`config.mk`:
```
export PLATFORM = sky130hd
export DESIGN_NAME = periodic_timer
export DESIGN_NICKNAME = d
export VERILOG_FILES = /design/src/design/periodic_timer_pkg.sv /design/src/design/timer_events_if.sv /design/src/design/count_clock_gen.sv /design/src/design/periodic_timer.sv /design/src/design/pin_edge_sync.sv
export SDC_FILE = /design/constraint.sdc
export NUM_CORES = 1
export LEC_CHECK = 0
export BUFFER_PORTS_ARGS = -buffer_cell sky130_fd_sc_hd__clkbuf_2
export CAP_MARGIN = 20
export CORE_MARGIN = 2
export CORE_UTILIZATION = 47
export DETAILED_ROUTE_END_ITERATION = 10
export GPL_ROUTABILITY_DRIVEN = 0
export PLACE_DENSITY = 0.7
export SLEW_MARGIN = 30
export SYNTH_ARGS = -nofsm -noshare
export SYNTH_HDL_FRONTEND = slang
export SYNTH_SLANG_ARGS = --single-unit
```
`constraint.sdc`:
```
create_clock -name clock_i -period 5.83 [get_ports clock_i]
set_input_delay 0.583 -clock clock_i [delete_from_list [all_inputs] [get_ports clock_i]]
set_output_delay 0.583 -clock clock_i [all_outputs]
set_load 0.01 [all_outputs]
```
`src/design/periodic_timer_pkg.sv`:
```
// Package for the periodic timer: register indices, field positions, resets, mode codes.
// Assumes an eight-bit register port with one-cycle read latency.
package periodic_timer_pkg;
  localparam int unsigned CNT_W = 10;
  localparam int unsigned ADDR_W = 3;
  // Register indices.
  localparam logic [2:0] REG_CTRL0 = 3'h0;
  localparam logic [2:0] REG_CTRL1 = 3'h1;
  localparam logic [2:0] REG_CNT_LO = 3'h2;
  localparam logic [2:0] REG_CNT_HI = 3'h3;
  localparam logic [2:0] REG_CMPA_LO = 3'h4;
  localparam logic [2:0] REG_CMPA_HI = 3'h5;
  localparam logic [2:0] REG_CMPP_LO = 3'h6;
  localparam logic [2:0] REG_CMPP_HI = 3'h7;
  localparam logic [2:0] REG_STATUS = 3'h0;
  // Control 0 fields.
  localparam int unsigned HOLD_BIT = 7;
  localparam int unsigned CLKSEL_LSB = 4;
  localparam int unsigned RUN_BIT = 3;
  localparam logic [7:0] CTRL0_MASK = 8'hf8;
  // Control 1 fields.
  localparam int unsigned MODE_LSB = 6;
  localparam int unsigned PINFN_LSB = 4;
  localparam int unsigned OLC_BIT = 3;
  localparam int unsigned INV_BIT = 2;
  localparam int unsigned CAPSRC_BIT = 1;
  localparam int unsigned CLRSRC_BIT = 0;
  localparam logic [7:0] CTRL_RESET = 8'h00;
  localparam logic [9:0] VAL_RESET = 10'h000;
  localparam logic [9:0] CNT_MAX = 10'h3ff;
  // Prescale divider ratios.
  localparam int unsigned DIV_SYS4 = 4;
  localparam int unsigned DIV_H16 = 16;
  localparam int unsigned DIV_H64 = 64;
  localparam int unsigned DIV_SUB = 256;
  typedef enum logic [1:0] {
    MODE_COMPARE = 2'h0,
    MODE_CAPTURE = 2'h1,
    MODE_PWM = 2'h2,
    MODE_TIMER = 2'h3
  } op_mode_t;
endpackage

```
`src/design/timer_events_if.sv`:
```
// Interface carrying count enable and pin edge events between timer modules.
// Assumes all users sit on the one system clock.
`timescale 1ns/1ps
interface timer_events_if;
  logic count_tick;
  logic ext_rise;
  logic ext_fall;
  logic cap_rise;
  logic cap_fall;
  modport source (output count_tick, output ext_rise, output ext_fall,
    output cap_rise, output cap_fall);
  modport sink (input count_tick, input ext_rise, input ext_fall,
    input cap_rise, input cap_fall);
endinterface

```
`src/design/count_clock_gen.sv`:
```
// Count clock selector: turns the chosen source into one-cycle enable pulses.
// Assumes the high and sub clocks are derived from the system clock by dividers.
`timescale 1ns/1ps
module count_clock_gen
  import periodic_timer_pkg::*;
(
  // Clock and reset.
  input wire logic clock_i,
  input wire logic srst_i,
  // Control.
  input wire logic [2:0] count_clock_select_i,
  input wire logic ext_clock_pin_i,
  input wire logic capture_pin_i,
  // Events.
  timer_events_if.source ev
);
  logic [7:0] div_reg;
  logic ext_rise;
  logic ext_fall;

  // Free running prescaler; all divided rates are pulses from it.
  always_ff @(posedge clock_i) begin
    if (srst_i) begin
      div_reg <= 8'h00;
    end else begin
      div_reg <= div_reg + 8'h01;
    end
  end

  pin_edge_sync ext_sync (
    .clock_i(clock_i),
    .srst_i(srst_i),
    .pin_i(ext_clock_pin_i),
    .rise_o(ext_rise),
    .fall_o(ext_fall)
  );

  pin_edge_sync cap_sync (
    .clock_i(clock_i),
    .srst_i(srst_i),
    .pin_i(capture_pin_i),
    .rise_o(ev.cap_rise),
    .fall_o(ev.cap_fall)
  );

  assign ev.ext_rise = ext_rise;
  assign ev.ext_fall = ext_fall;

  // Source selection for the count enable.
  always_comb begin
    case (count_clock_select_i)
      3'h0: ev.count_tick = (div_reg[1:0] == 2'(DIV_SYS4 - 1));
      3'h1: ev.count_tick = 1'b1;
      3'h2: ev.count_tick = (div_reg[3:0] == 4'(DIV_H16 - 1));
      3'h3: ev.count_tick = (div_reg[5:0] == 6'(DIV_H64 - 1));
      3'h4, 3'h5: ev.count_tick = (div_reg == 8'(DIV_SUB - 1));
      3'h6: ev.count_tick = ext_rise;
      3'h7: ev.count_tick = ext_fall;
      default: ev.count_tick = 1'b0;
    endcase
  end
endmodule // count_clock_gen

```
`src/design/periodic_timer.sv`:
```
// Periodic timer top: registers, 10-bit counter, comparators and output pin.
// Assumes a single-cycle register port and pins already routed to the timer.
// How it works
// - Ten-bit up-counter from selectable clock, compared against values A and P.
// - Software cannot write the count; a run rising edge is its only way to zero it.
// - Overflow or selected compare match clears counter and raises a flag.
// - Hold bit freezes the count; clearing it resumes from there.
// - Clock select picks divided system, high, sub clock or external edges.
// - Clearing run stops and keeps count; run rising edge zeroes it.
// - Run rising edge restores the output to its initial level in output modes.
// - Mode field picks compare, capture, PWM or single pulse, timer.
// - Compare mode: A match leaves, lowers, raises or toggles the pin.
// - PWM mode pin function: inactive, active, PWM wave, single pulse.
// - Capture mode pin function: rising, falling, both edges, disabled.
// - A match requesting the initial level shows no pin change.
// - Level control sets initial level or PWM active polarity.
// - Invert bit inverts the driven output pin.
// - Timer mode ignores pin function, level control and invert.
// - Clear source picks A match, or P match or overflow when P is zero.
// - Clear source is ignored in PWM, pulse and capture modes.
// - Count read-only as low and high bytes; compare values read/write pairs.
// - In compare mode only A match and the run rising edge move the pin.
// - Clearing on A never raises P flag; A zero wraps without A flag.
// - PWM period from P, zero means 1024; duty from A, saturating.
// - Single pulse starts on run rise; ends on run clear or A match.
//
// Implementation choices: the address map and the plain strobed port.
`timescale 1ns/1ps
module periodic_timer
  import periodic_timer_pkg::*;
(
  // Clock and reset.
  input wire logic clock_i,
  input wire logic srst_i,
  // Register port.
  input wire logic [periodic_timer_pkg::ADDR_W-1:0] addr_i,
  input wire logic [7:0] wdata_i,
  input wire logic wr_i,
  input wire logic rd_i,
  output logic [7:0] rdata_o,
  // Status register select (high selects the flag register).
  input wire logic status_sel_i,
  // Pins.
  input wire logic ext_clock_pin_i,
  input wire logic capture_pin_i,
  output logic timer_output_pin_o,
  output logic timer_output_pin_oe_o,
  // Events.
  output logic match_a_flag_o,
  output logic match_p_flag_o,
  output logic capture_event_o
);
  logic [7:0] ctrl0_reg;
  logic [7:0] ctrl1_reg;
  logic [9:0] count_reg;
  logic [9:0] cmp_a_reg;
  logic [9:0] cmp_p_reg;
  logic [9:0] capture_reg;
  logic run_q_reg;
  logic out_reg;
  logic pulse_reg;
  logic flag_a_reg;
  logic flag_p_reg;
  logic [7:0] rdata_reg;
  logic run;
  logic run_rise;
  logic hold;
  op_mode_t mode;
  logic [1:0] pin_fn;
  logic olc;
  logic inv;
  logic clr_a;
  logic tick;
  logic match_a;
  logic match_p;
  logic at_period;
  logic clear_now;
  logic cap_edge;
  logic sel_rise;
  logic sel_fall;
  logic pwm_level;
  logic wr_flags;
  timer_events_if ev ();

  count_clock_gen clk_gen (
    .clock_i(clock_i),
    .srst_i(srst_i),
    .count_clock_select_i(ctrl0_reg[CLKSEL_LSB +: 3]),
    .ext_clock_pin_i(ext_clock_pin_i),
    .capture_pin_i(capture_pin_i),
    .ev(ev)
  );

  // Field decoding of the control registers.
  assign run = ctrl0_reg[RUN_BIT];
  assign hold = ctrl0_reg[HOLD_BIT];
  assign mode = op_mode_t'(ctrl1_reg[MODE_LSB +: 2]);
  assign pin_fn = ctrl1_reg[PINFN_LSB +: 2];
  assign olc = ctrl1_reg[OLC_BIT];
  assign inv = ctrl1_reg[INV_BIT];
  assign run_rise = run & ~run_q_reg;
  assign tick = ev.count_tick & run & ~hold;
  assign wr_flags = wr_i & status_sel_i;

  // Clear source applies only in compare and timer modes; others clear on P.
  assign clr_a = ctrl1_reg[CLRSRC_BIT] &
    ((mode == MODE_COMPARE) | (mode == MODE_TIMER));

  // Comparators fire as the counter reaches the compare value.
  assign match_a = tick & (cmp_a_reg != VAL_RESET) & (count_reg == cmp_a_reg);
  assign at_period = (cmp_p_reg == VAL_RESET) ? (count_reg == CNT_MAX) :
    (count_reg == cmp_p_reg - 10'h001);
  assign match_p = tick & ~clr_a & (cmp_p_reg != VAL_RESET) & (count_reg == cmp_p_reg);

  // Clear on P match/overflow or A match (A zero means wrap at full scale).
  always_comb begin
    if (mode == MODE_PWM) begin
      clear_now = tick & at_period;
    end else if (clr_a) begin
      clear_now = match_a;
    end else begin
      clear_now = match_p | (tick & (cmp_p_reg == VAL_RESET) & (count_reg == CNT_MAX));
    end
  end

  // Capture edge selection; source pin chosen by the capture source bit.
  assign sel_rise = ctrl1_reg[CAPSRC_BIT] ? ev.ext_rise : ev.cap_rise;
  assign sel_fall = ctrl1_reg[CAPSRC_BIT] ? ev.ext_fall : ev.cap_fall;
  always_comb begin
    case (pin_fn)
      2'h0: cap_edge = sel_rise;
      2'h1: cap_edge = sel_fall;
      2'h2: cap_edge = sel_rise | sel_fall;
      default: cap_edge = 1'b0;
    endcase
  end

  // Control registers; run edge detect trails by one cycle.
  always_ff @(posedge clock_i) begin
    if (srst_i) begin
      ctrl0_reg <= CTRL_RESET;
      ctrl1_reg <= CTRL_RESET;
      run_q_reg <= 1'b0;
    end else begin
      run_q_reg <= run;
      if (wr_i && !status_sel_i && addr_i == REG_CTRL0) begin
        ctrl0_reg <= wdata_i & CTRL0_MASK;
      end else if (mode == MODE_PWM && pin_fn == 2'h3 && run && match_a) begin
        ctrl0_reg[RUN_BIT] <= 1'b0;
      end
      if (wr_i && !status_sel_i && addr_i == REG_CTRL1) begin
        ctrl1_reg <= wdata_i;
      end
    end
  end

  // Compare values are plain read/write pairs.
  always_ff @(posedge clock_i) begin
    if (srst_i) begin
      cmp_a_reg <= VAL_RESET;
      cmp_p_reg <= VAL_RESET;
    end else if (wr_i && !status_sel_i) begin
      case (addr_i)
        REG_CMPA_LO: cmp_a_reg[7:0] <= wdata_i;
        REG_CMPA_HI: cmp_a_reg[9:8] <= wdata_i[1:0];
        REG_CMPP_LO: cmp_p_reg[7:0] <= wdata_i;
        REG_CMPP_HI: cmp_p_reg[9:8] <= wdata_i[1:0];
        default: ;
      endcase
    end
  end

  // Counter: no write path; run rise zeroes it, hold and off freeze it.
  always_ff @(posedge clock_i) begin
    if (srst_i) begin
      count_reg <= VAL_RESET;
    end else if (run_rise) begin
      count_reg <= VAL_RESET;
    end else if (clear_now) begin
      count_reg <= VAL_RESET;
    end else if (tick) begin
      count_reg <= count_reg + 10'h001;
    end
  end

  // Capture latches the count on the chosen edge while running.
  always_ff @(posedge clock_i) begin
    if (srst_i) begin
      capture_reg <= VAL_RESET;
    end else if (mode == MODE_CAPTURE && run && cap_edge) begin
      capture_reg <= count_reg;
    end
  end

  // Sticky flags; a new event wins over a software clear in the same cycle.
  always_ff @(posedge clock_i) begin
    if (srst_i) begin
      flag_a_reg <= 1'b0;
      flag_p_reg <= 1'b0;
    end else begin
      if (match_a || (mode == MODE_CAPTURE && run && cap_edge)) begin
        flag_a_reg <= 1'b1;
      end else if (wr_flags && wdata_i[0]) begin
        flag_a_reg <= 1'b0;
      end
      if (match_p || (clear_now && !clr_a && mode != MODE_PWM && cmp_p_reg == VAL_RESET)) begin
        flag_p_reg <= 1'b1;
      end else if (mode == MODE_PWM && tick && at_period) begin
        flag_p_reg <= 1'b1;
      end else if (wr_flags && wdata_i[1]) begin
        flag_p_reg <= 1'b0;
      end
    end
  end

  // PWM level: active while count is below duty; duty at or above period is full.
  assign pwm_level = (count_reg < cmp_a_reg) |
    ((cmp_p_reg != VAL_RESET) & (cmp_a_reg >= cmp_p_reg));

  // Compare and single pulse output state; run rise loads both, A match moves them, run clear ends the pulse.
  always_ff @(posedge clock_i) begin
    if (srst_i) begin
      out_reg <= 1'b0;
      pulse_reg <= 1'b0;
    end else if (run_rise) begin
      out_reg <= olc;
      pulse_reg <= 1'b1;
    end else if (mode == MODE_COMPARE && match_a) begin
      case (pin_fn)
        2'h1: out_reg <= 1'b0;
        2'h2: out_reg <= 1'b1;
        2'h3: out_reg <= ~out_reg;
        default: ;
      endcase
    end else if (!run || match_a) begin
      pulse_reg <= 1'b0;
    end
  end

  // Pin driver; timer mode leaves the pin undriven.
  always_comb begin
    timer_output_pin_oe_o = 1'b1;
    case (mode)
      MODE_COMPARE: timer_output_pin_o = out_reg ^ inv;
      MODE_PWM: begin
        case (pin_fn)
          2'h0: timer_output_pin_o = ~olc ^ inv;
          2'h1: timer_output_pin_o = olc ^ inv;
          2'h2: timer_output_pin_o = (pwm_level ? olc : ~olc) ^ inv;
          default: timer_output_pin_o = (pulse_reg ? olc : ~olc) ^ inv;
        endcase
      end
      default: begin
        timer_output_pin_o = 1'b0;
        timer_output_pin_oe_o = 1'b0;
      end
    endcase
  end

  // Read port: data stand in the cycle after the strobe; unused bits read zero.
  always_ff @(posedge clock_i) begin
    if (srst_i) begin
      rdata_reg <= 8'h00;
    end else if (rd_i && status_sel_i) begin
      rdata_reg <= {6'h00, flag_p_reg, flag_a_reg};
    end else if (rd_i) begin
      case (addr_i)
        REG_CTRL0: rdata_reg <= ctrl0_reg;
        REG_CTRL1: rdata_reg <= ctrl1_reg;
        REG_CNT_LO: rdata_reg <= (mode == MODE_CAPTURE) ? capture_reg[7:0] : count_reg[7:0];
        REG_CNT_HI: rdata_reg <= {6'h00, (mode == MODE_CAPTURE) ? capture_reg[9:8] : count_reg[9:8]};
        REG_CMPA_LO: rdata_reg <= cmp_a_reg[7:0];
        REG_CMPA_HI: rdata_reg <= {6'h00, cmp_a_reg[9:8]};
        REG_CMPP_LO: rdata_reg <= cmp_p_reg[7:0];
        default: rdata_reg <= {6'h00, cmp_p_reg[9:8]};
      endcase
    end else begin
      rdata_reg <= 8'h00;
    end
  end

  assign rdata_o = rdata_reg;
  assign match_a_flag_o = flag_a_reg;
  assign match_p_flag_o = flag_p_reg;
  assign capture_event_o = mode == MODE_CAPTURE && run && cap_edge;
endmodule // periodic_timer

```
`src/design/pin_edge_sync.sv`:
```
// Three-stage synchroniser with rising and falling edge pulses.
// Assumes an asynchronous pin input.
`timescale 1ns/1ps
module pin_edge_sync (
  // Clock and reset.
  input wire logic clock_i,
  input wire logic srst_i,
  // Pin and edges.
  input wire logic pin_i,
  output logic rise_o,
  output logic fall_o
);
  logic [2:0] sync_reg;

  // Only stages two and three are compared; stage one feeds stage two alone.
  always_ff @(posedge clock_i) begin
    if (srst_i) begin
      sync_reg <= 3'h0;
    end else begin
      sync_reg <= {sync_reg[1:0], pin_i};
    end
  end

  // One pulse per settled edge.
  assign rise_o = sync_reg[1] & ~sync_reg[2];
  assign fall_o = ~sync_reg[1] & sync_reg[2];
endmodule // pin_edge_sync

```
==> results of run 1 <==
## logic make-up (layout without fill, tap and decap cells)
family / after synthesis / after routing / synth area share
buffers and inverters: 68 / 80 / 0.0539
muxes: 57 / 57 / 0.131
AOI/OAI and AO/OA: 95 / 95 / 0.136
and+or+nand+nor: 219 / 219 / 0.222
adders and majority gates: 30 / 30 / 0.0785
DFF: 80 / 80 / 0.335
xor gates and xnor gates: 24 / 24 / 0.0439
## path summary, 6_finish.rpt
path                                                   to  slack [ns]  cells past startpoint
hold reg to reg                    pulse_reg$_SDFFE_PP0P_        0.45                      1
hold / removal    clk_gen.cap_sync.sync_reg[0]$_SDFF_PP0_        0.43                      2
setup reg to reg                     out_reg$_SDFFE_PP0P_        2.74                      8
setup / recovery                       timer_output_pin_o        2.28                      9
## critical path: cells and delay by family, from the launching register on
| family | cells | cell delay [ns] |
|---|---|---|
| compound gates | 4 | 1.14 |
| flops | 1 | 0.48 |
| simple gates | 2 | 0.45 |
| fa+ha+maj | 1 | 0.29 |
| buf+inv | 2 | 0.24 |
## final cells by class
class	instances	area, sq um	area share
inverters	33	124	0.0237
multi-input cells	425	2940	0.563
clock inverters	7	104	0.0199
clock buffers	9	124	0.0237
well taps	133	166	0.0319
repair buffers	31	158	0.0302
flip-flops and latches	80	1600	0.307
## power by group through the flow
| stage | clock (W) | combinational, W | sequential, W |
|---|---|---|---|
| after floorplan | 0 | 0.0000596 | 0.000570 |
| final | 0.000470 | 0.0000862 | 0.000561 |
| after CTS | 0.000476 | 0.0000854 | 0.000560 |
| after detailed placement | 0 | 0.0000851 | 0.000573 |
| after global routing | 0.000499 | 0.0000945 | 0.000562 |
| after global placement | 0 | 0.0000825 | 0.000573 |
## through the flow
| stage | hold slack, ns | instance area, sq um | std cells | total power (W) |
|---|---|---|---|---|
| global placement | 0.417 | 4970 | 702 | 0.000655 |
| CTS | 0.426 | 5220 | 718 | 0.00112 |
| finish | 0.433 | 5220 | 718 | 0.00112 |
| floorplan | 0.408 | 4780 | 573 | 0.000629 |
| global route | 0.446 | 5220 | 718 | 0.00116 |
| detailed placement | 0.433 | 4990 | 702 | 0.000658 |
## synthesized netlist by cell type, types with 5 or more instances
cell type and instances:
dfxtp_1 80, nor2b_1 17, nand3_1 11, a21oi_1 22, o21ai_0 16, mux2_2 6, o211ai_1 6, clkbuf_1 30
a31oi_1 7, xor2_1 17, nand4_1 12, xnor2_1 7, and3_1 5, mux2i_1 47, ha_1 30, a221oi_1 5
nor3_1 16, nand2b_1 8, nor2_1 86, nand2_1 36, inv_1 33, a211oi_1 5
## metal layers
metal  vias up  routed length, um  track usage
met5         -                  0            0
met4         0                340       0.0857
met3        29                909       0.0418
met2       165               5990        0.394
met1      1996               5510        0.312
li1       2025                  -            -
==> results.sh, run 1 <==
export IMPL_status="complete, no violations"
export IMPL_synth_cell_types=57
export IMPL_synth_largest_area_cell="dfxtp_1"
export IMPL_clock_sinks=80
export IMPL_hold_path_class="input pin to flop"
export IMPL_place_ws_ns=2.66
export IMPL_path_cells="inv_1, ha_1, a2111oi_0, o211a_1, a211oi_1, or3_1, a211o_1, nand3_1, clkbuf_2"
export IMPL_final_common_cell="nor2_1"
export IMPL_pwr_share_seq=0.502
export IMPL_track_usage=0.239
export IMPL_die_area_sq_um=11000
export IMPL_coreArea_sq_um=9820
export IMPL_final_util=0.531
export IMPL_seq_area_frac_synth=0.335
export IMPL_syn_nets=621
export IMPL_synthCells=573
export IMPL_post_route_period_util=0.608
export IMPL_path_class="flop to primary output"
export IMPL_hold_path_startpoint="capture_pin_i"
export IMPL_setup_ws_ns=2.28
export IMPL_skew_ns=0.0137
export IMPL_ys_ff_latch=80
export IMPL_relSlewSlack=0.527
export IMPL_grt_pass1_vias=4052
export IMPL_grt_ovfl_total=0
export IMPL_synth_area_leaders="dfxtp_1 (33%), mux2i_1 (9.8%), ha_1 (7.8%)"
export IMPL_row_count=36
export IMPL_fill_cells=948
export IMPL_fin_nets=628
export IMPL_insertedDiodeCount=0
export IMPL_synth_main_ff_cell="dfxtp_1"
export IMPL_p_leak_nw=2.26
export IMPL_yosys_warnings=0
export IMPL_post_cts_setup_buffers=0
export IMPL_rsz0062_at_grt="no"
export IMPL_end_kind="primary output"
export IMPL_path_max_fanout=8
export IMPL_synth_top_area_share=0.335
export IMPL_intPower_w=0.000830
export IMPL_cp_start_kind="flop"
export IMPL_pwr_share_clk=0.421
export IMPL_fmax_mhz=282
export IMPL_grt_max_degree=64
export IMPL_grt_pass1_wl_mm=20.9
export IMPL_first_pass_iters=6
export IMPL_power_density_nw_per_um2=214
export IMPL_setup_tns_ns=0
export IMPL_routedWlPerCell_um=17.8
export IMPL_clkTransAtPathRegs_ns=0.09
export IMPL_cp_required_ns=5.25
export IMPL_ctsRootBufferMaster="clkbuf_8"
export IMPL_final_cell_mix="nor2_1 (86), dfxtp_1 (80), mux2i_1 (47)"
export IMPL_cts_resized=0
export IMPL_worstMarginPinSlew_ns=0.702
export IMPL_fin_crit_ns=3.55
export IMPL_reg2reg_from="clk_gen.div_reg[0]$_SDFF_PP0_"
export IMPL_crit_path_start="cmp_p_reg[7]$_SDFFE_PP0P_"
export IMPL_finalSetupViolations=0
export IMPL_routed_via_density=5.87
export IMPL_drc_errors=0
export IMPL_syn_cell_area_sq_um=4780
export IMPL_ios=31
export IMPL_max_stage_delay_ns=0.55
export IMPL_cts_buffers=9
export IMPL_hold_viol_final=0
export IMPL_synth_edff_count=0
export IMPL_die_width_um=105
export IMPL_p_sw_frac=0.256
export IMPL_drive_above_1_share=0.113
export IMPL_cts_tree="yes"
export IMPL_async_flop_share=0
export IMPL_cts_max_level=3
export IMPL_vdd_drop_max_v=0.000139
export IMPL_initial_core_util=0.487
export IMPL_via_count=4215
export IMPL_cts_buffer_depth=2
export IMPL_worst_skew_pair_late_latency_ns=0.36
export IMPL_grt_antenna_before_repair=0
export IMPL_ant_nets=0
export IMPL_cts_hold_buf=0
export IMPL_power_frac_comb=0.077
export IMPL_numPortBuffers=30
export IMPL_dp_hpwl_mm=9.66
export IMPL_slowest_stage="a2111oi_0"
export IMPL_drtIter0Drc=479
export IMPL_maxCapViolations=0
export IMPL_worstPathArrival_ns=2.96
export IMPL_die_height_um=105
export IMPL_finalMaxSlewViolations=0
export IMPL_wl_mm=12.7
export IMPL_area_growth_pct=9.02
export IMPL_post_synth_cell_area_avg_sq_um=8.35
export IMPL_switchingPower_w=0.000286
Note: power is estimated with default switching activity, not from simulation.
==> inputs of run 2 (changes only) <==
Clock period 5.83 ns to 3.3 ns, I/O delays scaled along.
==> run 2 against run 1 <==
Cell area up 1.1%. Utilization rose by 0.60 points. Clock skew shrank 0.0056 ns. Critical endpoint unchanged.
==> results.sh, run 2 (same netlist as run 1, synthesis figures left out) <==
export IMPL_cp_required_ns=2.97
export IMPL_cts_hold_buf=0
export IMPL_vdd_drop_max_v=0.000245
export IMPL_worstPathArrival_ns=2.82
export IMPL_initial_core_util=0.487
export IMPL_drc_errors=0
export IMPL_finalMaxSlewViolations=0
export IMPL_rsz0062_at_grt="no"
export IMPL_via_count=4224
export IMPL_drtIter0Drc=335
export IMPL_rr_endpoint="out_reg$_SDFFE_PP0P_"
export IMPL_die_height_um=105
export IMPL_path_max_fanout=8
export IMPL_crit_path_start="cmp_p_reg[7]$_SDFFE_PP0P_"
export IMPL_end_kind="primary output"
export IMPL_numPortBuffers=30
export IMPL_grt_max_degree=48
export IMPL_grt_antenna_before_repair=0
export IMPL_drive_above_1_share=0.120
export IMPL_hold_depth=2
export IMPL_grt_pass1_vias=4099
export IMPL_area_growth_pct=10.3
export IMPL_die_area_sq_um=11000
export IMPL_setup_tns_ns=0
export IMPL_wl_mm=12.7
export IMPL_final_common_cell="nor2_1"
export IMPL_first_pass_iters=5
export IMPL_reg2reg_from="clk_gen.div_reg[0]$_SDFF_PP0_"
export IMPL_regToRegSetupSlack_ns=0.53
export IMPL_cts_tree="yes"
export IMPL_ant_nets=0
export IMPL_hold_path_class="input pin to flop"
export IMPL_die_width_um=105
export IMPL_grt_ovfl_total=0
export IMPL_cts_buffers=9
export IMPL_ios=31
export IMPL_cp_start_kind="flop"
export IMPL_relSlewSlack=0.454
export IMPL_cts_buffer_depth=2
export IMPL_post_route_period_util=0.953
export IMPL_cts_max_level=3
export IMPL_routed_top_layer="met4"
export IMPL_hold_viol_final=0
export IMPL_row_count=36
export IMPL_final_cell_mix="nor2_1 (86), dfxtp_1 (80), mux2i_1 (47)"
export IMPL_skew_ns=0.00811
export IMPL_ctsRootBufferMaster="clkbuf_8"
export IMPL_fill_cells=956
export IMPL_fmax_mhz=318
export IMPL_reg2regPathDepth=8
export IMPL_route_met2_wl_mm=5.74
export IMPL_power_w=0.00202
export IMPL_route_met3_wl_um=836
export IMPL_path_class="flop to primary output"
export IMPL_fin_crit_ns=3.15
export IMPL_dp_hpwl_mm=9.62
export IMPL_maxCapViolations=0
export IMPL_coreArea_sq_um=9820
export IMPL_routedWlPerCell_um=17.6
export IMPL_track_usage=0.239
export IMPL_status="complete, no violations"
export IMPL_worstMarginPinSlew_ns=0.819
export IMPL_finalSetupViolations=0
export IMPL_worst_skew_pair_late_latency_ns=0.36
export IMPL_grt_pass1_wl_mm=21.0
export IMPL_cp_endpoint="timer_output_pin_o"
export IMPL_fin_nets=634
export IMPL_power_density_nw_per_um2=384
export IMPL_met1_length_mm=5.69
export IMPL_clock_sinks=80
export IMPL_routed_via_density=5.84
export IMPL_p_leak_nw=2.31
export IMPL_clkTransAtPathRegs_ns=0.08
export IMPL_insertedDiodeCount=0
[run 2: cell count changes in the layout (fill, tap and decap cells not counted), sizes merged]
cell      delta
bufinv       +1
inv          -1
buf          +7
clkinvlp     -2
[run 2: worst min-delay path by stage]
stage / from / endpoint
floorplan: run_q_reg$_SDFF_PP0_ / pulse_reg$_SDFFE_PP0P_
global placement: clk_gen.cap_sync.sync_reg[0]$_SDFF_PP0_ / clk_gen.cap_sync.sync_reg[1]$_SDFF_PP0_
detailed placement: clk_gen.ext_sync.sync_reg[0]$_SDFF_PP0_ / clk_gen.ext_sync.sync_reg[1]$_SDFF_PP0_
CTS: capture_pin_i / clk_gen.cap_sync.sync_reg[0]$_SDFF_PP0_
global route: capture_pin_i / clk_gen.cap_sync.sync_reg[0]$_SDFF_PP0_
finish: capture_pin_i / clk_gen.cap_sync.sync_reg[0]$_SDFF_PP0_
[run 2: area by class of cell]
type,instances,area (sq um),share of cell area
clock buffer,10,138,0.0261
inverter,33,124,0.0235
tap,133,166,0.0315
multi-input combinational,425,2940,0.557
clock inverter,5,104,0.0197
timing repair buffer,37,203,0.0384
sequential,80,1600,0.304
[run 2: critical path: stages (launching register included)]
cell and delay (ns):
dfxtp_1 0.48, inv_1 0.10, ha_1 0.31, a2111oi_2 0.43, o211a_1 0.21, a211oi_1 0.06, or3_1 0.35, a211o_1 0.30
nand3_1 0.08, clkbuf_2 0.13
[run 2: power by group]
part / leakage [nW] / switching (W) / internal [W]
clock network: 0.123 / 0.000361 / 0.000521
registers: 0.646 / 0.0000138 / 0.000976
logic: 1.54 / 0.0000960 / 0.0000557
total: 2.31 / 0.000471 / 0.00155
[run 2: what timing repair did]
action | 4_1_cts | 5_1_grt
setup buffers | 0 | 0
hold endpoints to repair | 0 | 0
gates resized for setup | 0 | 2
setup endpoints to repair | 0 | 1
[run 2: layer usage]
| metal | up-vias | track usage |
|---|---|---|
| met2 | 154 | 0.372 |
| met5 | - | 0 |
| met1 | 1992 | 0.318 |
| met3 | 33 | 0.0505 |
| li1 | 2045 | - |
| met4 | 0 | 0.105 |
[run 2: stage by stage]
stage | hold WS, ns | setup slack [ns] | utilization | area (sq um) | std cells
CTS | 0.176 | 0.0133 | 0.537 | 5270 | 723
global route | 0.195 | 0.0406 | 0.537 | 5280 | 723
floorplan | 0.408 | 0.600 | - | 4780 | 573
finish | 0.180 | 0.155 | 0.537 | 5280 | 723
detailed placement | 0.436 | 0.369 | 0.512 | 5030 | 708
global placement | 0.417 | 0.471 | 0.511 | 5020 | 708
==> inputs of run 3 (changes only) <==
Settings changed: ABC_AREA set to 1, HOLD_SLACK_MARGIN set to 0.03.
==> run 3 against run 2 <==
Global-route usage is 1.4 points higher. Maximum frequency up 13%. Via count increased by 5.9%. Synthesized cell count rose by 15%. Sequential power is essentially flat. First-iteration DRC count grew 40%. Count of clock-buffer cells in the layout shrank 1. Sequential cell count unchanged. Power down 0.38%. Register-to-register slack better by 0.57 ns. Largest power group unchanged.
==> results.sh, run 3 <==
export IMPL_met1_length_mm=5.56
export IMPL_rr_endpoint="count_reg[6]$_SDFFE_PP0N_"
export IMPL_synth_cell_types=39
export IMPL_final_cell_mix="inv_1 (100), nand2_1 (92), nor2_1 (88)"
export IMPL_min_to="clk_gen.ext_sync.sync_reg[0]$_SDFF_PP0_"
export IMPL_insertedDiodeCount=0
export IMPL_cts_max_level=3
export IMPL_fill_cells=1008
export IMPL_first_pass_iters=5
export IMPL_p_sw_frac=0.292
export IMPL_end_kind="primary output"
export IMPL_synth_adder_area_share=0.0812
export IMPL_seqCellArea_sq_um=1600
export IMPL_maxCapViolations=0
export IMPL_regToRegSetupSlack_ns=1.10
export IMPL_coreArea_sq_um=9640
export IMPL_worstMarginPinSlew_ns=0.818
export IMPL_finalSetupViolations=0
export IMPL_cts_hold_buf=0
export IMPL_reg2regPathDepth=12
export IMPL_placed_cell_area_sq_um=4890
export IMPL_slowest_stage="dfxtp_1"
export IMPL_synth_most_common_cell="inv_1"
export IMPL_syn_cell_area_sq_um=4620
export IMPL_wl_mm=12.8
export IMPL_reg2reg_from="clk_gen.div_reg[0]$_SDFF_PP0_"
export IMPL_pwr_share_seq=0.496
export IMPL_hold_viol_final=0
export IMPL_dp_hpwl_mm=9.77
export IMPL_power_density_nw_per_um2=395
export IMPL_routed_via_density=5.42
export IMPL_max_stage_delay_ns=0.40
export IMPL_grt_pass1_vias=4087
export IMPL_ys_ff_latch=80
export IMPL_final_common_cell="inv_1"
export IMPL_ant_nets=0
export IMPL_fmax_mhz=360
export IMPL_post_cts_setup_buffers=0
export IMPL_status="complete, no violations"
export IMPL_path_class="flop to primary output"
export IMPL_power_frac_comb=0.114
export IMPL_synthXorXnorAreaFrac=0.0528
export IMPL_synthMuxAreaShare=0
export IMPL_hold_path_class="input pin to flop"
export IMPL_die_width_um=103
export IMPL_cp_required_ns=2.97
export IMPL_grt_pass1_wl_mm=20.4
export IMPL_worstPathArrival_ns=2.44
export IMPL_route_met2_wl_mm=5.96
export IMPL_async_flop_share=0
export IMPL_crit_top_cell="nand2_1"
export IMPL_die_height_um=103
export IMPL_rsz0062_at_grt="no"
export IMPL_switchingPower_w=0.000588
export IMPL_seq_area_frac_synth=0.346
export IMPL_intPower_w=0.00143
export IMPL_drive_above_1_share=0.107
export IMPL_syn_nets=707
export IMPL_synth_largest_area_cell="dfxtp_1"
export IMPL_synth_edff_count=0
export IMPL_vdd_drop_max_v=0.000237
export IMPL_synth_area_leaders="dfxtp_1 (35%), ha_1 (8.1%), inv_1 (8.1%)"
export IMPL_post_route_period_util=0.841
export IMPL_p_leak_nw=2.20
export IMPL_hold_depth=3
export IMPL_yosys_top_cells_count="inv_1 (100), nand2_1 (92), nor2_1 (88)"
export IMPL_finalMaxSlewViolations=0
export IMPL_via_count=4474
export IMPL_cts_buffers=9
export IMPL_synth_main_ff_cell="dfxtp_1"
export IMPL_post_synth_cell_area_avg_sq_um=7.02
export IMPL_multi_input_area_sq_um=2560
export IMPL_worst_skew_pair_late_latency_ns=0.38
export IMPL_whs_ns=0.150
export IMPL_setup_tns_ns=0
export IMPL_area_growth_pct=10.3
export IMPL_clkTransAtPathRegs_ns=0.09
export IMPL_synth_top_area_share=0.346
export IMPL_fin_area_sq_um=5100
export IMPL_initial_core_util=0.480
export IMPL_numPortBuffers=30
export IMPL_clock_sinks=80
export IMPL_row_count=36
export IMPL_track_usage=0.253
export IMPL_cp_start_kind="flop"
export IMPL_grt_antenna_before_repair=0
export IMPL_path_cells="inv_1, ha_1, nand2_1, inv_1, a21oi_1, nand4_1, nand2_1, nand2_1, nand2_1, nand3_1, nand2_1, nand2_1, nand3_1, nand2_1, nor2_1, clkbuf_2"
export IMPL_cts_tree="yes"
export IMPL_fin_nets=735
export IMPL_power_w=0.00202
export IMPL_yosys_warnings=0
export IMPL_drc_errors=0
export IMPL_yosys_area_share_simple=0.236
export IMPL_drtIter0Drc=468
export IMPL_cts_buffer_depth=2
export IMPL_cts_resized=0
export IMPL_pwr_share_clk=0.390
export IMPL_synth_top_family_by_area="simple AND/OR/NAND/NOR gates"
export IMPL_relSlewSlack=0.450
export IMPL_grt_max_degree=22
export IMPL_ios=31
export IMPL_hold_path_startpoint="ext_clock_pin_i"
export IMPL_grt_ovfl_total=0
export IMPL_route_met3_wl_um=895
export IMPL_synth_compound_area_share=0.184
export IMPL_fin_crit_ns=2.77
export IMPL_die_area_sq_um=10600
export IMPL_ctsRootBufferMaster="clkbuf_8"
export IMPL_path_max_fanout=3
export IMPL_routed_top_layer="met4"
export IMPL_synthCells=659
export IMPL_skew_ns=0.0198
export IMPL_routedWlPerCell_um=15.6
## run 3: changes by cell type after synthesis, sizes merged, moves of 19 or more
cell,before,now
inv,33,103
nand2,36,96
o21ai,16,73
mux2i,47,0
a21oi,23,61
nand3,11,34
clkbuf,30,11
## run 3: critical path: cells and delay by family, from the launching register on
family                     cells  cell delay [ns]
AOI/OAI and AO/OA              1             0.14
adders and majority gates      1             0.31
buffers and inverters          3             0.35
DFF                            1             0.40
and+or+nand+nor               11             0.87
## run 3: area by class of cell
type	instances	area share
clock buffer	9	0.0243
clock inverter	7	0.0164
inverter	103	0.0758
multi-input combinational	460	0.503
sequential	80	0.314
tap	133	0.0326
timing repair buffer	33	0.0339
## run 3: stage by stage
stage	util	instances	worst slack, ns
floorplan	-	659	1.33
global placement	0.507	809	0.980
detailed placement	0.507	809	0.948
CTS	0.529	825	0.535
global route	0.529	825	0.296
finish	0.529	825	0.525
## run 3: metal layers
metal / track usage / vias up
li1: - / 2207
met3: 0.0417 / 37
met1: 0.334 / 2059
met4: 0.106 / 0
met5: 0 / -
met2: 0.413 / 171
## run 3: logic make-up (layout without fill, tap and decap cells)
kind of cell    Yosys count  in the layout
buf+inv                 119            152
fa+ha+maj                30             30
flops                    80             80
simple gates            245            245
xor+xnor                 27             27
compound gates          158            158
## run 3: how the worst max path moves through the flow
stage / startpoint / endpoint / slack [ns] / cells past startpoint
after floorplan: cmp_p_reg[3]$_SDFFE_PP0P_ / timer_output_pin_o / 1.33 / 17
after global placement: cmp_p_reg[9]$_SDFFE_PP0P_ / timer_output_pin_o / 0.98 / 16
after detailed placement: cmp_p_reg[9]$_SDFFE_PP0P_ / timer_output_pin_o / 0.95 / 16
after CTS: cmp_p_reg[9]$_SDFFE_PP0P_ / timer_output_pin_o / 0.53 / 16
after global routing: cmp_p_reg[8]$_SDFFE_PP0P_ / timer_output_pin_o / 0.30 / 16
final: cmp_p_reg[9]$_SDFFE_PP0P_ / timer_output_pin_o / 0.53 / 16
## run 3: power groups by stage
stage	Clock (W)	Combinational, W	Sequential (W)
2_1_floorplan	0	0.000158	0.00102
3_3_place_gp	0	0.000221	0.00102
3_5_place_dp	0	0.000224	0.00102
4_1_cts	0.000789	0.000226	0.00100
5_1_grt	0.000830	0.000259	0.00100
6_report	0.000785	0.000230	0.00100
